`config.mk`:
```
export PLATFORM = sky130hd
export DESIGN_NAME = memory_refresh_sequencer
export DESIGN_NICKNAME = d
export VERILOG_FILES = /design/src/rtl/memory_refresh_sequencer.v
export VERILOG_INCLUDE_DIRS = /design/src /design/src/pkg
export SDC_FILE = /design/constraint.sdc
export NUM_CORES = 1
export LEC_CHECK = 0
export ABC_CLOCK_PERIOD_IN_PS = 7800
export BUFFER_PORTS_ARGS = -buffer_cell sky130_fd_sc_hd__buf_4
export CAP_MARGIN = 20
export CORE_ASPECT_RATIO = 0.7
export CORE_MARGIN = 8
export CORE_UTILIZATION = 55
export DETAILED_ROUTE_END_ITERATION = 10
export MAX_ROUTING_LAYER = met4
export PLACE_DENSITY = 0.78
export SYNTH_ARGS = -nofsm -noshare
export SYNTH_HDL_FRONTEND = slang
export SYNTH_SLANG_ARGS = --single-unit
```
`constraint.sdc`:
```
create_clock -name REF_CLK -period 7.8 [get_ports REF_CLK]
set_clock_uncertainty 0.2 [all_clocks]
set_input_delay 1.17 -clock REF_CLK [delete_from_list [all_inputs] [get_ports REF_CLK]]
set_output_delay 1.17 -clock REF_CLK [all_outputs]
set_load 0.02 [all_outputs]
```
`src/pkg/refresh_defs.vh`:
```
`ifndef REFRESH_DEFS_VH
`define REFRESH_DEFS_VH
// Offsets within the peripheral register file
`define OFS_REFRESH_BASE 8'hB0
`define OFS_REFRESH_TIME 8'hB2
`define OFS_REFRESH_CTRL 8'hB4
// Relocation register of the peripheral register file
`define OFS_RELOCATION 8'hA8
// Field positions
`define CTRL_ENABLE_BIT 15
`define RELOC_IO_BIT 12
// Reset values
`define RST_REFRESH_BASE 16'h0000
`define RST_REFRESH_TIME 16'h0000
`define RST_REFRESH_CTRL 16'h0000
`define RST_RELOCATION 16'h00FF
`endif

```
`src/rtl/memory_refresh_sequencer.v`:
```
`timescale 1ns/100ps
`default_nettype none
`include "refresh_defs.vh"

// Contract
// - Periodic refresh read cycles without software action
// - Nine-bit clock counter sets refresh spacing
// - Twelve-bit row address drives A12:1
// - Programmable A19:13 selects 8 Kbyte block
// - Registers live in 128x16 peripheral register file
// - Register file relocatable, memory or I/O, 256B
module memory_refresh_sequencer #(
  parameter CNT_W = 9,
  parameter ROW_W = 12
) (
  input wire REF_CLK,
  input wire NRST,
  input wire BUS_SEL,
  input wire BUS_IO,
  input wire [19:0] BUS_ADDR,
  input wire BUS_WR,
  input wire BUS_RD,
  input wire [15:0] BUS_WDATA,
  output reg [15:0] BUS_RDATA,
  output wire BUS_HIT,
  output wire REFRESH_REQ,
  input wire REFRESH_DONE,
  output reg [19:0] REFRESH_ADDR
);

  // ------------------------------------------------------------
  // Constants and states
  // ------------------------------------------------------------
  localparam [0:0] ST_IDLE = 1'b0;
  localparam [0:0] ST_PEND = 1'b1;
  localparam [CNT_W-1:0] CNT_ONE = {{(CNT_W-1){1'b0}}, 1'b1};
  localparam [ROW_W-1:0] ROW_ONE = {{(ROW_W-1){1'b0}}, 1'b1};

  // ------------------------------------------------------------
  // Storage
  // ------------------------------------------------------------
  reg [15:0] base_q;
  reg [15:0] base_d;
  reg [15:0] time_q;
  reg [15:0] time_d;
  reg en_q;
  reg en_d;
  reg [15:0] reloc_q;
  reg [15:0] reloc_d;
  reg [15:0] rdata_q;
  reg [15:0] rdata_d;
  reg [CNT_W-1:0] cnt_q;
  reg [CNT_W-1:0] cnt_d;
  reg [ROW_W-1:0] row_q;
  reg [ROW_W-1:0] row_d;
  reg [0:0] state_q;
  reg [0:0] state_d;
  reg [19:0] addr_q;
  reg [19:0] addr_d;

  // ------------------------------------------------------------
  // Nets
  // ------------------------------------------------------------
  wire [7:0] ofs;
  wire io_space;
  wire [11:0] block;
  wire [11:0] window;
  wire wr_hit;
  wire rd_hit;
  wire expire;
  wire served;
  wire [15:0] ctrl_view;

  // ------------------------------------------------------------
  // Register file decode
  // ------------------------------------------------------------
  assign ofs = {BUS_ADDR[7:1], 1'b0};
  assign io_space = reloc_q[`RELOC_IO_BIT];
  assign block = BUS_ADDR[19:8];
  // I/O space spans 64 Kbyte only, so its top four bits stay zero
  assign window = io_space ? {4'h0, reloc_q[7:0]} : reloc_q[11:0];
  // 128 word file placed on a 256 byte boundary in either space
  assign BUS_HIT = BUS_SEL && (BUS_IO == io_space) && (block == window);
  assign wr_hit = BUS_HIT && BUS_WR;
  assign rd_hit = BUS_HIT && BUS_RD;

  // ------------------------------------------------------------
  // Write path
  // ------------------------------------------------------------
  always @* begin
    base_d = base_q;
    time_d = time_q;
    en_d = en_q;
    reloc_d = reloc_q;
    if (wr_hit) begin
      case (ofs)
        `OFS_REFRESH_BASE: base_d = BUS_WDATA;
        `OFS_REFRESH_TIME: time_d = BUS_WDATA;
        `OFS_REFRESH_CTRL: en_d = BUS_WDATA[`CTRL_ENABLE_BIT];
        `OFS_RELOCATION: reloc_d = BUS_WDATA;
        default: base_d = base_q;
      endcase
    end
  end

  // ------------------------------------------------------------
  // Read path
  // ------------------------------------------------------------
  // Control word: enable on top, live counter below, zeros between
  genvar i;
  generate
    for (i = 0; i < `CTRL_ENABLE_BIT; i = i + 1) begin : g_ctrl
      if (i < CNT_W) begin : g_cnt
        assign ctrl_view[i] = cnt_q[i];
      end else begin : g_pad
        assign ctrl_view[i] = 1'b0;
      end
    end
  endgenerate
  assign ctrl_view[`CTRL_ENABLE_BIT] = en_q;

  // Read data held until the next read; unmapped offsets read zero
  always @* begin
    rdata_d = rdata_q;
    if (rd_hit) begin
      case (ofs)
        `OFS_REFRESH_BASE: rdata_d = base_q;
        `OFS_REFRESH_TIME: rdata_d = time_q;
        `OFS_REFRESH_CTRL: rdata_d = ctrl_view;
        `OFS_RELOCATION: rdata_d = reloc_q;
        default: rdata_d = 16'h0000;
      endcase
    end
  end

  // ------------------------------------------------------------
  // Interval counter
  // ------------------------------------------------------------
  assign expire = en_q && (cnt_q == {CNT_W{1'b0}});
  assign served = (state_q == ST_PEND) && REFRESH_DONE;

  // Counter keeps running while a request waits, so a slow bus
  // does not stretch the average interval beyond one extra period.
  always @* begin
    if (!en_q) begin
      cnt_d = time_q[CNT_W-1:0];
    end else if (expire) begin
      cnt_d = time_q[CNT_W-1:0];
    end else begin
      cnt_d = cnt_q - CNT_ONE;
    end
  end

  // ------------------------------------------------------------
  // Request state
  // ------------------------------------------------------------
  always @* begin
    state_d = state_q;
    case (state_q)
      ST_IDLE: begin
        if (expire) begin
          state_d = ST_PEND;
        end
      end
      ST_PEND: begin
        // New expiry wins over completion, so no refresh is lost
        if (expire) begin
          state_d = ST_PEND;
        end else if (REFRESH_DONE || !en_q) begin
          state_d = ST_IDLE;
        end
      end
      default: begin
        state_d = ST_IDLE;
      end
    endcase
  end

  assign REFRESH_REQ = (state_q == ST_PEND);

  // ------------------------------------------------------------
  // Row generator and refresh address
  // ------------------------------------------------------------
  always @* begin
    row_d = row_q;
    if (served) begin
      row_d = row_q + ROW_ONE;
    end
  end

  always @* begin
    addr_d = {base_q[7:1], row_q, 1'b0};
  end

  // ------------------------------------------------------------
  // Flip-flops
  // ------------------------------------------------------------
  always @(posedge REF_CLK or negedge NRST) begin
    if (!NRST) begin
      base_q <= `RST_REFRESH_BASE;
      time_q <= `RST_REFRESH_TIME;
      en_q <= 1'b0;
      reloc_q <= `RST_RELOCATION;
      rdata_q <= 16'h0000;
    end else begin
      base_q <= base_d;
      time_q <= time_d;
      en_q <= en_d;
      reloc_q <= reloc_d;
      rdata_q <= rdata_d;
    end
  end

  always @(posedge REF_CLK or negedge NRST) begin
    if (!NRST) begin
      cnt_q <= {CNT_W{1'b0}};
      row_q <= {ROW_W{1'b0}};
      state_q <= ST_IDLE;
      addr_q <= 20'h0_0000;
    end else begin
      cnt_q <= cnt_d;
      row_q <= row_d;
      state_q <= state_d;
      addr_q <= addr_d;
    end
  end

  always @* begin
    BUS_RDATA = rdata_q;
    REFRESH_ADDR = addr_q;
  end

endmodule
`default_nettype wire

```
---- Yosys cells after proc, flatten, opt, wreduce, memory -nomap -nowiden ----
Cells that the tools add are included.
operators by class
  $add $sub $neg .......................... 2
  equal/unequal tests ..................... 6
  bitwise operators ....................... 1
  multiplexer cells ....................... 8
  reductions and logical operators ........ 13
operators with widths
  kind                   count
  $pmux 16 s4            1
  $eq 7x7->1 const B     4
  $mux 9                 2
  $add 12x1->12 const B  1
  $eq 12x12->1           1
  $mux 12                1
  $logic_not 9->1        1
  $sub 9x1->9 const B    1
  $reduce_and 2->1       4
  $logic_and 1x1->1      6
  $mux 1                 3
  $pmux 1 s2             1
  $eq 1x1->1             1
  $logic_not 1->1        1
  $logic_or 1x1->1       1
  $not 1->1              1
storage, ports and cells
  input bits .............................. 43
  bits in registers ....................... 106
  word-level logic and storage cells ...... 39

---- Depth between registers and ports, before layout ----
Gate-level depths: netlist of the first run.
  depth after elaboration ................. 5
  mapped depth ............................ 8
  gate-level depth less buffers ........... 7

---- Least setup slack after synthesis of the first run ----
Ideal clock, no wire load.
  path type ............................... input to output
  from .................................... in BUS_ADDR[18]
  to ...................................... out BUS_HIT
  arrival time ............................ 2.508 ns
  required time ........................... 6.430 ns
  stages on the path ...................... 4
  buffers on the path ..................... 0
  slack ................................... 3.922 ns
  cell sequence ........................... nor4bb_1 > a31oi_1 > o21a_1 > nor4bb_1
on the way
  word-level cells in the longest chain between the ends .. 2
RTL lines
  item               line                           RTL
  start, declared    memory_refresh_sequencer.v:20  input wire [19:0] BUS_ADDR,
  $eq 12x12->1       memory_refresh_sequencer.v:83  assign BUS_HIT = BUS_SEL && (BUS_IO == io_space) && (block == window);
  $logic_and 1x1->1  memory_refresh_sequencer.v:83
  end, declared      memory_refresh_sequencer.v:25  output wire BUS_HIT,
Every way passes these cells.

---- Final worst setup path of the first run ----
  from .................................... in BUS_ADDR[14]
  to ...................................... out BUS_HIT
Same word-level chain as after synthesis.

==> results by group, run 1 <==
Outcome
  • Run status: finished, final reports clean

Clock tree
  • Bufs on Longest Clock Path: 2
  • Number of instances resized during post-cts repair: 0
  • Clock Tree Root: sky130_fd_sc_hd__clkbuf_16
  • Num Clock Sinks: 106
  • Post-CTS Hold Buffers: 0
  • Number of buffers added for setup after CTS: 0
  • Number of CTS-inserted buffers: 9
  • H-tree levels: 3
  • Clock Latency Late Sink: 350 ps
  • CTS tree: built
  • Clk pin slew, worst setup/hold paths: 70 ps

Synth
  • EDFF count, synth: 0
  • Combined area of all synthesized cells: between 4000 and 5000 um2
  • Post-synthesis share of cell area spent on and, or, nand and nor gates: between 10% and 20%
  • Average footprint of a synthesized cell: 13.37 um2
  • Mux cell area share after synthesis: 20.01%
  • Post-synthesis adder-cell area fraction: 0.5301%
  • Mapped Nets: 398
  • Count of state elements after synthesis: 106
  • Cell count after synthesis: ~350
  • Top FF cell, synth: sky130_fd_sc_hd__dfrtp_1
  • Fraction of the mapped netlist area in compound gates: 4.983%
  • Post-synth cell types: 44
  • Number of synthesis warnings: 0
  • Synthesized-area fraction occupied by xor and xnor cells: 5.195%
  • Post-synthesis async set-or-reset flop share: 100.0%
  • Dominant combinational cell family by area after synthesis: multiplexers
  • Share of the yosys chip area belonging to registers: 56.40%

Setup path
  • Worst Path Required: ~6400 ps
  • Most numerous cell on the critical path: sky130_fd_sc_hd__buf_4
  • Launch point of the critical path: BUS_ADDR[14]
  • Kind of start point of the critical path: input port
  • Largest stage delay on the critical path: approximately 360 ps
  • Kind of end point of the critical path: output pin
  • Worst-path maximum fanout: 3
  • Startpoint of the worst register-to-register path: reloc_q[6]
  • Arrival time at the worst endpoint: 2590 ps
  • Master of the slowest instance on the critical path: sky130_fd_sc_hd__nor4bb_1
  • Worst path buffer plus inverter count: 2
  • Worst path top cell family by delay: simple AND/OR/NAND/NOR gates
  • Series of cell instances along the critical path: buf_4 > xnor2_1 > nand3_1 > nor3_1 > nor4bb_1 > buf_4
  • Kind of critical path: in2out

Drt
  • Avg Vias per Cell: around 5.6
  • Pre-antenna DRT Iters: 4
  • Via total after detailed routing: around 3000
  • Wirelength, routed: 10840 um
  • Number of DRC violations after detailed-routing iteration 0: 241
  • Post-DRT Antenna Nets: 0
  • Number of remaining DRC errors: 0
  • Average wire per cell in the routed design: just under 20 um

STA
  • Achievable frequency: 0.2523 GHz
  • Post-route clock period utilization: 50.81%
  • Setup TNS after final layout: 0 ps
  • Pins over their slew limit: 0
  • Post-layout minimum cycle time: 3963 ps
  • Relative slew slack: 31.21%
  • Slew of the pin with the lowest slew margin: 1025 ps
  • Worst hold margin: ~190 ps
  • Number of failing hold endpoints at the final stage: 0
  • Setup repair after global routing missed its margin: no
  • Number of failing setup endpoints in the final timing report: 0

Run
  • Number of max-cap violations: 0

Final layout
  • Leading cell types in the layout, fill and taps excluded: sky130_fd_sc_hd__dfrtp_1 (98), sky130_fd_sc_hd__buf_4 (84), sky130_fd_sc_hd__mux2_2 (37)
  • Area growth from synthesis to final layout: 20.96%
  • Share of final-layout standard cells stronger than drive strength 1: 38.24%
  • FILL cells: 640
  • Total inserted antenna cells: 0
  • Count of placed standard cells in the final layout, fillers left out: 547
  • Post-layout nets: just under 500
  • Commonest non-fill, non-tap cell in the layout: sky130_fd_sc_hd__dfrtp_1

Die
  • Top-level I/O count: 81
  • Starting Density: a little under three fifths
  • Die width: 126.7 um
  • Core Box Area: 8408 um2
  • Total die area: 11850 um2
  • Die height: 93.51 um
  • Floorplan row count: 28

Global routing
  • Grt ovf: 0
  • Initial antenna violation count: 0
  • Wire length of the first global-routing pass: 18060 um
  • Number of global-route vias before repair: between 3000 and 4000
  • All-Layer GR Usage: between 20% and 30%
  • Largest net degree at the start of global routing: 56

Placement
  • Dpl hpwl: 7795 um
  • Number of input and output port buffers inserted: 78
  • Total placed cells including tap cells: 531
  • Routability-driven placement congestion ratio: 0.8442

Power
  • Largest voltage drop on the vdd net: between 0.1 and 0.15 mV
  • PD cells: 187.3 nW/um2
  • Final Total Pwr: 1.070 mW
  • Static power due to leakage: 2.859 nW

Min path
  • Worst min-delay path category: reg2reg
  • Source of the worst hold timing path: row_q[11]
cells in the mapped netlist (2+ instances only):
cell type	count	area [um2]
sky130_fd_sc_hd__dfrtp_1	98	2452
sky130_fd_sc_hd__mux2_2	37	416.7
sky130_fd_sc_hd__nand2_1	29	108.9
sky130_fd_sc_hd__mux2_4	20	300.3
sky130_fd_sc_hd__xnor2_1	18	157.7
sky130_fd_sc_hd__mux2i_1	16	160.2
sky130_fd_sc_hd__nor2_1	15	56.30
sky130_fd_sc_hd__o21ai_0	15	75.07
sky130_fd_sc_hd__nand3_1	10	50.05
sky130_fd_sc_hd__xor2_1	10	87.58
sky130_fd_sc_hd__dfstp_2	8	210.2
sky130_fd_sc_hd__a221o_1	7	70.07
sky130_fd_sc_hd__inv_1	6	22.52
sky130_fd_sc_hd__mux2_1	6	67.56
sky130_fd_sc_hd__nor4_1	5	31.28
sky130_fd_sc_hd__nand2b_1	4	25.02
sky130_fd_sc_hd__or3_1	4	25.02
sky130_fd_sc_hd__a222oi_1	3	30.03
sky130_fd_sc_hd__a22o_1	3	26.28
sky130_fd_sc_hd__clkbuf_1	3	11.26
sky130_fd_sc_hd__nor3_1	3	15.01
sky130_fd_sc_hd__nor4_4	3	63.81
sky130_fd_sc_hd__buf_2	2	10.01
sky130_fd_sc_hd__buf_6	2	22.52
sky130_fd_sc_hd__buf_8	2	30.03
sky130_fd_sc_hd__ha_1	2	25.02
sky130_fd_sc_hd__nand4b_1	2	17.52
sky130_fd_sc_hd__nor2b_1	2	12.51
sky130_fd_sc_hd__nor3b_1	2	15.01
sky130_fd_sc_hd__nor4bb_1	2	20.02
routing by layer:
metal	wire (um)	GRT usage [%]	up-vias	part of all wire, %
li1	-	-	1425	-
met1	5003	26.14	1561	46
met2	5099	30.73	84	47
met3	562	4.716	17	5.2
met4	172	6.213	0	1.6
met5	0	-	-	0
flip-flops by register name, indices dropped and copies added (netlist names):
register	cells
base_q	16
REFRESH_REQ	1
cnt_q	9
time_q	16
BUS_RDATA	16
reloc_q	16
en_q	1
REFRESH_ADDR	19
row_q	12
report_power, final:
part / switching (mW) / leakage, nW / internal (mW)
logic: 0.0277 / 1.27 / 0.0191
clock network: 0.203 / 0.154 / 0.270
registers: 0.0000281 / 1.44 / 0.550
total: 0.231 / 2.86 / 0.839
cell families after synthesis:
family | Yosys count
AO/OA/AOI/OAI | 33
AND/OR/NAND/NOR | 87
buffers and inverters | 17
adder cells (fa/ha/maj) | 2
multiplexers | 79
flip-flops | 106
other | 1
XOR/XNOR | 28
worst paths after layout:
check | endpoint | slack, ps | depth (start not counted)
max in group asynchronous | REFRESH_ADDR[1] | 5620 | 2
min in group asynchronous | REFRESH_ADDR[16] | 660 | 1
worst min-delay path | REFRESH_ADDR[12] | 190 | 0
worst max-delay path | BUS_HIT | 3840 | 6
worst max register to register | time_q[3] | 4580 | 6
worst min register to register | REFRESH_ADDR[12] | 190 | 0
metrics by stage:
step	setup slack [ps]	cell area, um2	utilization, %
5_1_grt	3727	5710	67.92
6_report	3837	5710	67.92
2_1_floorplan	3922	4721	-
4_1_cts	3860	5710	67.92
3_5_place_dp	3637	5398	64.20
3_3_place_gp	3668	5398	64.20
area by class of cell:
| class | count | area [um2] | area share [%] |
|---|---|---|---|
| Tap cell | 105 | 131.4 | 2.301 |
| Sequential cell | 106 | 2663 | 46.63 |
| Clock buffer | 12 | 256.5 | 4.492 |
| Multi-Input combinational cell | 230 | 1951 | 34.16 |
| Timing Repair Buffer | 84 | 630.6 | 11.04 |
| Inverter | 6 | 22.52 | 0.3944 |
| Clock inverter | 4 | 56.30 | 0.9860 |
Power figures use the tool's default switching activity.
==> inputs of run 2 (changes only) <==
--- a/config.mk
+++ b/config.mk
@@ -6,7 +6,7 @@
 export SDC_FILE = /design/constraint.sdc
 export NUM_CORES = 1
 export LEC_CHECK = 0
-export ABC_CLOCK_PERIOD_IN_PS = 7800
+export ABC_CLOCK_PERIOD_IN_PS = 4100
 export BUFFER_PORTS_ARGS = -buffer_cell sky130_fd_sc_hd__buf_4
 export CAP_MARGIN = 20
 export CORE_ASPECT_RATIO = 0.7
==> constraint.sdc (replaced) <==
create_clock -name REF_CLK -period 4.1 [get_ports REF_CLK]
set_clock_uncertainty 0.2 [all_clocks]
set_input_delay 0.615 -clock REF_CLK [delete_from_list [all_inputs] [get_ports REF_CLK]]
set_output_delay 0.615 -clock REF_CLK [all_outputs]
set_load 0.02 [all_outputs]
==> run 2 against run 1 <==
Setup slack lost 2700 ps. Routed wire length fell by 4.6%. Sequential cell count did not move. Clock power increased by 82%. Register-to-register slack got worse by 3300 ps. Sequential share of layout area is 0.31 points lower.
==> results by group, run 2 (same netlist as run 1, synthesis figures left out) <==
Outcome
  • Run status: finished, final reports clean

STA
  • Post-route clock period utilization: between 70% and 80%
  • Pins over their slew limit: 0 (unchanged)
  • Slew of the pin with the lowest slew margin: 1021 ps (-3.544 ps)
  • Number of failing setup endpoints in the final timing report: 0 (unchanged)
  • Relative slew slack: 31.45% (+0.24 points)
  • Post-layout minimum cycle time: a little under 3000 ps
  • Setup repair after global routing missed its margin: no
  • Setup TNS after final layout: 0 ps (unchanged)
  • Achievable frequency: ~0.34 GHz
  • Number of failing hold endpoints at the final stage: 0 (unchanged)
  • Min setup slack post-route: 1156 ps (-2681 ps)

Clock tree
  • Number of instances resized during post-cts repair: 0 (unchanged)
  • Bufs on Longest Clock Path: 2 (unchanged)
  • Number of buffers added for setup after CTS: 0 (unchanged)
  • Clock Latency Late Sink: 340 ps (about the same)
  • Clock Tree Root: sky130_fd_sc_hd__clkbuf_16
  • H-tree levels: 3 (unchanged)
  • CTS tree: built
  • Num Clock Sinks: 106 (unchanged)
  • Post-CTS Hold Buffers: 0 (unchanged)
  • Clk pin slew, worst setup/hold paths: 60 ps (about the same)
  • Number of CTS-inserted buffers: 9 (unchanged)

Power
  • Largest voltage drop on the vdd net: 0.3098 mV (+130%)
  • Static power due to leakage: 2.882 nW (+0.79%)
  • PD cells: 347.4 nW/um2 (+85%)

Setup path
  • Worst-path maximum fanout: 3 (unchanged)
  • Series of cell instances along the critical path: xnor2_1 > nand3_1 > nor3_1 > nor4bb_1 > buf_4
  • Arrival time at the worst endpoint: 2130 ps (-460 ps)
  • Master of the slowest instance on the critical path: sky130_fd_sc_hd__dfstp_2
  • Startpoint of the worst register-to-register path: reloc_q[6]
  • Worst path buffer plus inverter count: 1 (-1)
  • Worst Path Required: 3280 ps (-3150 ps)
  • R2R Setup Slk: 1330 ps (-3250 ps)
  • Largest stage delay on the critical path: 560 ps (+200 ps)
  • Kind of end point of the critical path: output pin
  • End of the worst register-to-register path: BUS_RDATA[6]
  • Kind of start point of the critical path: register
  • Kind of critical path: reg2out
  • Worst path top cell family by delay: simple AND/OR/NAND/NOR gates
  • Depth of the worst register-to-register path: 6 (unchanged)

Drt
  • Number of DRC violations after detailed-routing iteration 0: 249 (+3.3%)
  • Via total after detailed routing: 3078 (-0.29%)
  • Pre-antenna DRT Iters: 5 (+1)
  • Post-DRT Antenna Nets: 0 (unchanged)
  • Avg Vias per Cell: 5.566 (-1.4%)
  • Average wire per cell in the routed design: 18.70 um (-5.6%)
  • Number of remaining DRC errors: 0 (unchanged)
  • Wirelength, routed: 10340 um (-4.6%)

Placement
  • Area post-placement: 5443 um2 (+0.83%)
  • Routability-driven placement congestion ratio: 0.8309 (-1.6%)
  • Total placed cells including tap cells: 537 (+1.1%)
  • Number of input and output port buffers inserted: 78 (unchanged)
  • Worst setup timing slack at the placement stage: 1022 ps (-2615 ps)
  • Dpl hpwl: 7689 um (-1.4%)

Global routing
  • Grt ovf: 0 (unchanged)
  • Wire length of the first global-routing pass: 16870 um (-6.6%)
  • Largest net degree at the start of global routing: 66 (+18%)
  • Initial antenna violation count: 0 (unchanged)
  • Number of global-route vias before repair: 3235 (-3.9%)
  • All-Layer GR Usage: 18.64% (-1.4 points)

Die
  • Total die area: 11850 um2 (unchanged)
  • Starting Density: 56.15% (unchanged)
  • Top-level I/O count: 81 (unchanged)
  • Core Box Area: 8408 um2 (unchanged)
  • Floorplan row count: 28 (unchanged)
  • Die width: 126.7 um (unchanged)
  • Die height: 93.51 um (unchanged)

Final layout
  • Post-layout nets: 488 (+1.2%)
  • Area growth from synthesis to final layout: 21.79%
  • Share of final-layout standard cells stronger than drive strength 1: 39.06% (+0.83 points)
  • Leading cell types in the layout, fill and taps excluded: sky130_fd_sc_hd__dfrtp_1 (98), sky130_fd_sc_hd__buf_4 (90), sky130_fd_sc_hd__mux2_2 (37)
  • Total inserted antenna cells: 0 (unchanged)
  • Largest register FFs: 19 (unchanged)
  • Commonest non-fill, non-tap cell in the layout: sky130_fd_sc_hd__dfrtp_1
  • Final standard cell area without fillers: 5749 um2 (+0.68%)
  • Count of placed standard cells in the final layout, fillers left out: 553 (+1.1%)

Run
  • Number of max-cap violations: 0 (unchanged)

Min path
  • Worst min-delay path category: in2async
-- run 2: cell types whose count changed in the layout (fill, tap and decap cells not counted), sizes merged --
cell and delta:
inv -3, buf +6, clkinvlp +2, clkinv +1
-- run 2: layer usage --
metal / vias up / GRT usage [%] / part of all wire [%]
li1: 1434 / - / -
met1: 1532 / 24.18 / 46
met2: 96 / 28.29 / 46
met3: 16 / 4.773 / 6.1
met4: 0 / 6.016 / 1.6
met5: - / - / 0
-- run 2: worst max path at each step --
stage,start,to,slack (ps),cells past startpoint
floorplan,BUS_ADDR[18],BUS_HIT,1330,4
global placement,BUS_ADDR[14],BUS_RDATA[5],1100,7
detailed placement,BUS_ADDR[14],BUS_RDATA[6],1020,7
CTS,reloc_q[6],BUS_HIT,1150,5
global route,cnt_q[0],cnt_q[3],1050,6
finish,reloc_q[6],BUS_HIT,1160,5
-- run 2: power by group --
part           switching [mW]  total [mW]  internal (mW)
Combinational          0.0517      0.0888         0.0371
Clock                   0.357       0.863          0.506
Sequential          0.0000487        1.05           1.05
-- run 2: area by class of cell --
cell class	instances	area (um2)
Clock buffer	12	256.5
Clock inverter	4	50.05
Fill cell	621	2659
Inverter	6	22.52
Multi-Input combinational cell	230	1951
Sequential cell	106	2663
Tap cell	105	131.4
Timing Repair Buffer	90	675.6
-- run 2: stage by stage --
step | hold slack, ps | power, mW | util [%]
floorplan | 119.4 | 1.090 | -
CTS | 184.9 | 2.022 | 68.38
global route | 220.3 | 2.065 | 68.38
global placement | 180.1 | 1.154 | 64.73
detailed placement | 189.6 | 1.156 | 64.73
finish | 153.0 | 1.998 | 68.38
-- run 2: worst reg2reg max path, delay by kind of cell, from the launching register on --
| kind | cells | cell delay, ps |
|---|---|---|
| AND/OR/NAND/NOR | 3 | 1000 |
| buffers and inverters | 1 | 400 |
| multiplexers | 1 | 290 |
| XOR/XNOR | 1 | 210 |
| flip-flops | 1 | 560 |
==> inputs of run 3 (changes only) <==
--- a/config.mk
+++ b/config.mk
@@ -6,7 +6,8 @@
 export SDC_FILE = /design/constraint.sdc
 export NUM_CORES = 1
 export LEC_CHECK = 0
-export ABC_CLOCK_PERIOD_IN_PS = 4100
+export ABC_AREA = 1
+export ABC_CLOCK_PERIOD_IN_PS = 2810
 export BUFFER_PORTS_ARGS = -buffer_cell sky130_fd_sc_hd__buf_4
 export CAP_MARGIN = 20
 export CORE_ASPECT_RATIO = 0.7
==> constraint.sdc (replaced) <==
create_clock -name REF_CLK -period 2.81 [get_ports REF_CLK]
set_clock_uncertainty 0.2 [all_clocks]
set_input_delay 0.4215 -clock REF_CLK [delete_from_list [all_inputs] [get_ports REF_CLK]]
set_output_delay 0.4215 -clock REF_CLK [all_outputs]
set_load 0.02 [all_outputs]
==> run 3 against run 2 <==
Global-route usage is 2.9 points higher. Hold slack worse by 29 ps. Via count is 46% higher. Critical endpoint unchanged. Largest cell class unchanged. Largest power group unchanged.
==> results by group, run 3 <==
Outcome
  • Run status: finished, final reports clean

Final layout
  • Util after Layout: 67.32% (-1.1 points)
  • Area growth from synthesis to final layout: 19.31%
  • FILL cells: 743 (+20%)
  • Count of placed standard cells in the final layout, fillers left out: 825 (+49%)
  • Total inserted antenna cells: 0 (unchanged)
  • Largest register FFs: 19 (unchanged)
  • Share of final-layout standard cells stronger than drive strength 1: 20.40% (-19 points)
  • Post-layout nets: 741 (+52%)
  • Commonest non-fill, non-tap cell in the layout: sky130_fd_sc_hd__nand2_1
  • Leading cell types in the layout, fill and taps excluded: sky130_fd_sc_hd__nand2_1 (249), sky130_fd_sc_hd__nand3_1 (109), sky130_fd_sc_hd__dfrtp_1 (98)

Die
  • Core Box Area: 9071 um2 (+7.9%)
  • Floorplan row count: 29 (+3.6%)
  • Die width: 131.3 um (+3.6%)
  • Total die area: 12700 um2 (+7.2%)
  • Die height: 96.72 um (+3.4%)
  • Starting Density: 56.43% (+0.28 points)
  • Top-level I/O count: 81 (unchanged)

STA
  • Slew of the pin with the lowest slew margin: 695.8 ps (-325.6 ps)
  • Setup TNS after final layout: 0 ps (unchanged)
  • Post-layout minimum cycle time: 2471 ps
  • Post-route clock period utilization: around 88%
  • Achievable frequency: about 0.4 GHz
  • Number of failing setup endpoints in the final timing report: 0 (unchanged)
  • Setup repair after global routing missed its margin: no
  • Relative slew slack: 53.36% (+22 points)
  • Number of failing hold endpoints at the final stage: 0 (unchanged)
  • Pins over their slew limit: 0 (unchanged)

Synth
  • Count of state elements after synthesis: 106 (unchanged)
  • Average footprint of a synthesized cell: 8.229 um2 (-38%)
  • Leading post-synthesis cells by cell area: sky130_fd_sc_hd__dfrtp_1 (48%), sky130_fd_sc_hd__nand2_1 (18%), sky130_fd_sc_hd__nand3_1 (11%)
  • Combined area of all synthesized cells: 5119 um2 (+8.4%)
  • Top FF cell, synth: sky130_fd_sc_hd__dfrtp_1
  • Cell count after synthesis: 622 (+76%)
  • Number of synthesis warnings: 0 (unchanged)
  • Share of the yosys chip area belonging to registers: 52.02% (-4.4 points)
  • Cell type with the largest total area after synthesis: sky130_fd_sc_hd__dfrtp_1
  • EDFF count, synth: 0 (unchanged)
  • Share of the synthesized area in the top cell type: 47.91% (-4.0 points)
  • Post-synth cell types: 32 (-27%)
  • Synth cell count leaders: sky130_fd_sc_hd__nand2_1 (249), sky130_fd_sc_hd__nand3_1 (109), sky130_fd_sc_hd__dfrtp_1 (98), sky130_fd_sc_hd__inv_1 (35), sky130_fd_sc_hd__nor2_1 (18)
  • Most repeated cell in the gate-level netlist after synthesis: sky130_fd_sc_hd__nand2_1
  • Post-synthesis async set-or-reset flop share: 100.0% (unchanged)
  • Mapped Nets: 667 (+68%)

Global routing
  • Initial antenna violation count: 0 (unchanged)
  • Largest net degree at the start of global routing: 46 (-30%)
  • Grt ovf: 0 (unchanged)
  • All-Layer GR Usage: 21.50% (+2.9 points)
  • Number of global-route vias before repair: 4291 (+33%)
  • Wire length of the first global-routing pass: 21670 um (+28%)

Drt
  • Number of DRC violations after detailed-routing iteration 0: 427 (+71%)
  • Avg Vias per Cell: 5.440 (-2.3%)
  • Pre-antenna DRT Iters: 5 (unchanged)
  • Wirelength, routed: 13010 um (+26%)
  • Number of remaining DRC errors: 0 (unchanged)
  • Via total after detailed routing: 4488 (+46%)
  • Post-DRT Antenna Nets: 0 (unchanged)
  • Average wire per cell in the routed design: 15.77 um (-16%)

Clock tree
  • Clock Tree Root: sky130_fd_sc_hd__clkbuf_16
  • Number of instances resized during post-cts repair: 0 (unchanged)
  • Number of CTS-inserted buffers: 9 (unchanged)
  • Bufs on Longest Clock Path: 2 (unchanged)
  • Clk pin slew, worst setup/hold paths: 70 ps (about the same)
  • H-tree levels: 3 (unchanged)
  • Num Clock Sinks: 106 (unchanged)
  • Clock Latency Late Sink: 340 ps (about the same)
  • CTS tree: built

Setup path
  • Kind of critical path: reg2out
  • Worst-path maximum fanout: 12 (+9)
  • Kind of start point of the critical path: register
  • Worst Path Required: 2190 ps (-1090 ps)
  • Arrival time at the worst endpoint: 1850 ps (-280 ps)
  • Kind of end point of the critical path: output pin

Power
  • Switching power total: 638.7 uW (+56%)
  • PD cells: 476.5 nW/um2 (+37%)
  • P_int: 2.271 mW (+43%)
  • Gate power share: 5.3% (+0.9 points)
  • Relative contribution of sequential cells to total power: 52.4% (about the same)
  • Largest voltage drop on the vdd net: 0.3562 mV (+15%)
  • Final Total Pwr: 2.910 mW (+46%)
  • Static power due to leakage: 3.282 nW (+14%)
  • Fraction of power spent switching nets: 21.95% (+1.5 points)
  • Portion of total power attributed to the clock network: 42.2% (-1.0 points)

Placement
  • Routability-driven placement congestion ratio: 0.8679 (+4.5%)
  • Total placed cells including tap cells: 808 (+50%)
  • Dpl hpwl: 9621 um (+25%)
  • Number of input and output port buffers inserted: 78 (unchanged)

Run
  • Number of max-cap violations: 0 (unchanged)

Min path
  • Worst min-delay path category: in2reg
==> run 3: changes by cell type after synthesis, sizes merged, moves of 9 or more <==
cell,before,now
nand4,0,16
xnor2,18,9
buf,8,17
o21ai,16,6
mux2i,16,0
nand3,10,110
nor4,9,0
nand2,29,256
mux2,63,1
inv,6,43
nor2,15,24
==> run 3: layout make-up <==
type	instances	area (um2)	area share (%)
Multi-Input combinational cell	447	2125	34.79
Tap cell	124	155.1	2.540
Clock inverter	7	70.07	1.147
Inverter	43	161.4	2.643
Sequential cell	106	2663	43.60
Clock buffer	9	225.2	3.688
Timing Repair Buffer	89	708.2	11.60
==> run 3: critical path: stages (launching register included) <==
cell and delay, ps:
sky130_fd_sc_hd__dfrtp_1 420, sky130_fd_sc_hd__inv_2 210, sky130_fd_sc_hd__nand2_1 130, sky130_fd_sc_hd__nand2_1 80
sky130_fd_sc_hd__nand2_1 50, sky130_fd_sc_hd__nor2_1 160, sky130_fd_sc_hd__nand3_1 150, sky130_fd_sc_hd__nor2_4 150
sky130_fd_sc_hd__buf_4 160
==> run 3: power by group through the flow <==
| stage | clock (mW) | combinational (mW) | sequential [mW] |
|---|---|---|---|
| 6_report | 1.23 | 0.155 | 1.53 |
| 5_1_grt | 1.31 | 0.173 | 1.52 |
| 4_1_cts | 1.25 | 0.156 | 1.53 |
| 3_5_place_dp | 0 | 0.154 | 1.55 |
| 3_3_place_gp | 0 | 0.149 | 1.55 |
| 2_1_floorplan | 0 | 0.0482 | 1.55 |
==> run 3: layer usage <==
metal	vias up	GRT usage, %	share of wire [%]	wire (um)
met3	26	4.804	8.8	1149
li1	2131	-	-	-
met4	0	5.277	1.5	201
met1	2110	28.89	44	5686
met2	221	32.51	46	5972
met5	-	-	0	0
==> run 3: logic make-up (layout without fill, tap and decap cells) <==
kind of cell	count (synthesis)	in the layout	synth area share (%)
other	1	1	0.07326
XOR/XNOR	18	18	3.080
multiplexers	1	1	0.2200
AO/OA/AOI/OAI	8	8	0.9290
flip-flops	106	106	52.02
AND/OR/NAND/NOR	417	417	36.71
buffers and inverters	69	148	6.478
adder cells (fa/ha/maj)	2	2	0.4888
==> run 3: through the flow <==
| step | setup slack (ps) | instance area [um2] | hold slack (ps) |
|---|---|---|---|
| finish | 338.9 | 6107 | 124.4 |
| global route | 210.2 | 6107 | 124.9 |
| CTS | 347.2 | 6107 | 115.2 |
| detailed placement | 555.4 | 5802 | 187.9 |
| global placement | 673.2 | 5802 | 177.4 |
| floorplan | 874.9 | 5119 | -74.09 |
==> run 3: timing repair <==
action / in CTS / in global routing
hold buffers: 1 / 0
setup buffers: 0 / 0
endpoints found under the hold margin: 42 / 0
==> run 3: path summary, 6_finish.rpt <==
path,start,endpoint,slack (ps),depth (start not counted)
max in group asynchronous,NRST,reloc_q[2],1300,3
min in group asynchronous,NRST,row_q[11],420,2
hold reg to reg,row_q[11],REFRESH_ADDR[12],210,0
setup reg to reg,cnt_q[0],cnt_q[3],530,11
setup / recovery,reloc_q[12],BUS_HIT,340,8
hold / removal,BUS_WDATA[6],reloc_q[6],120,3
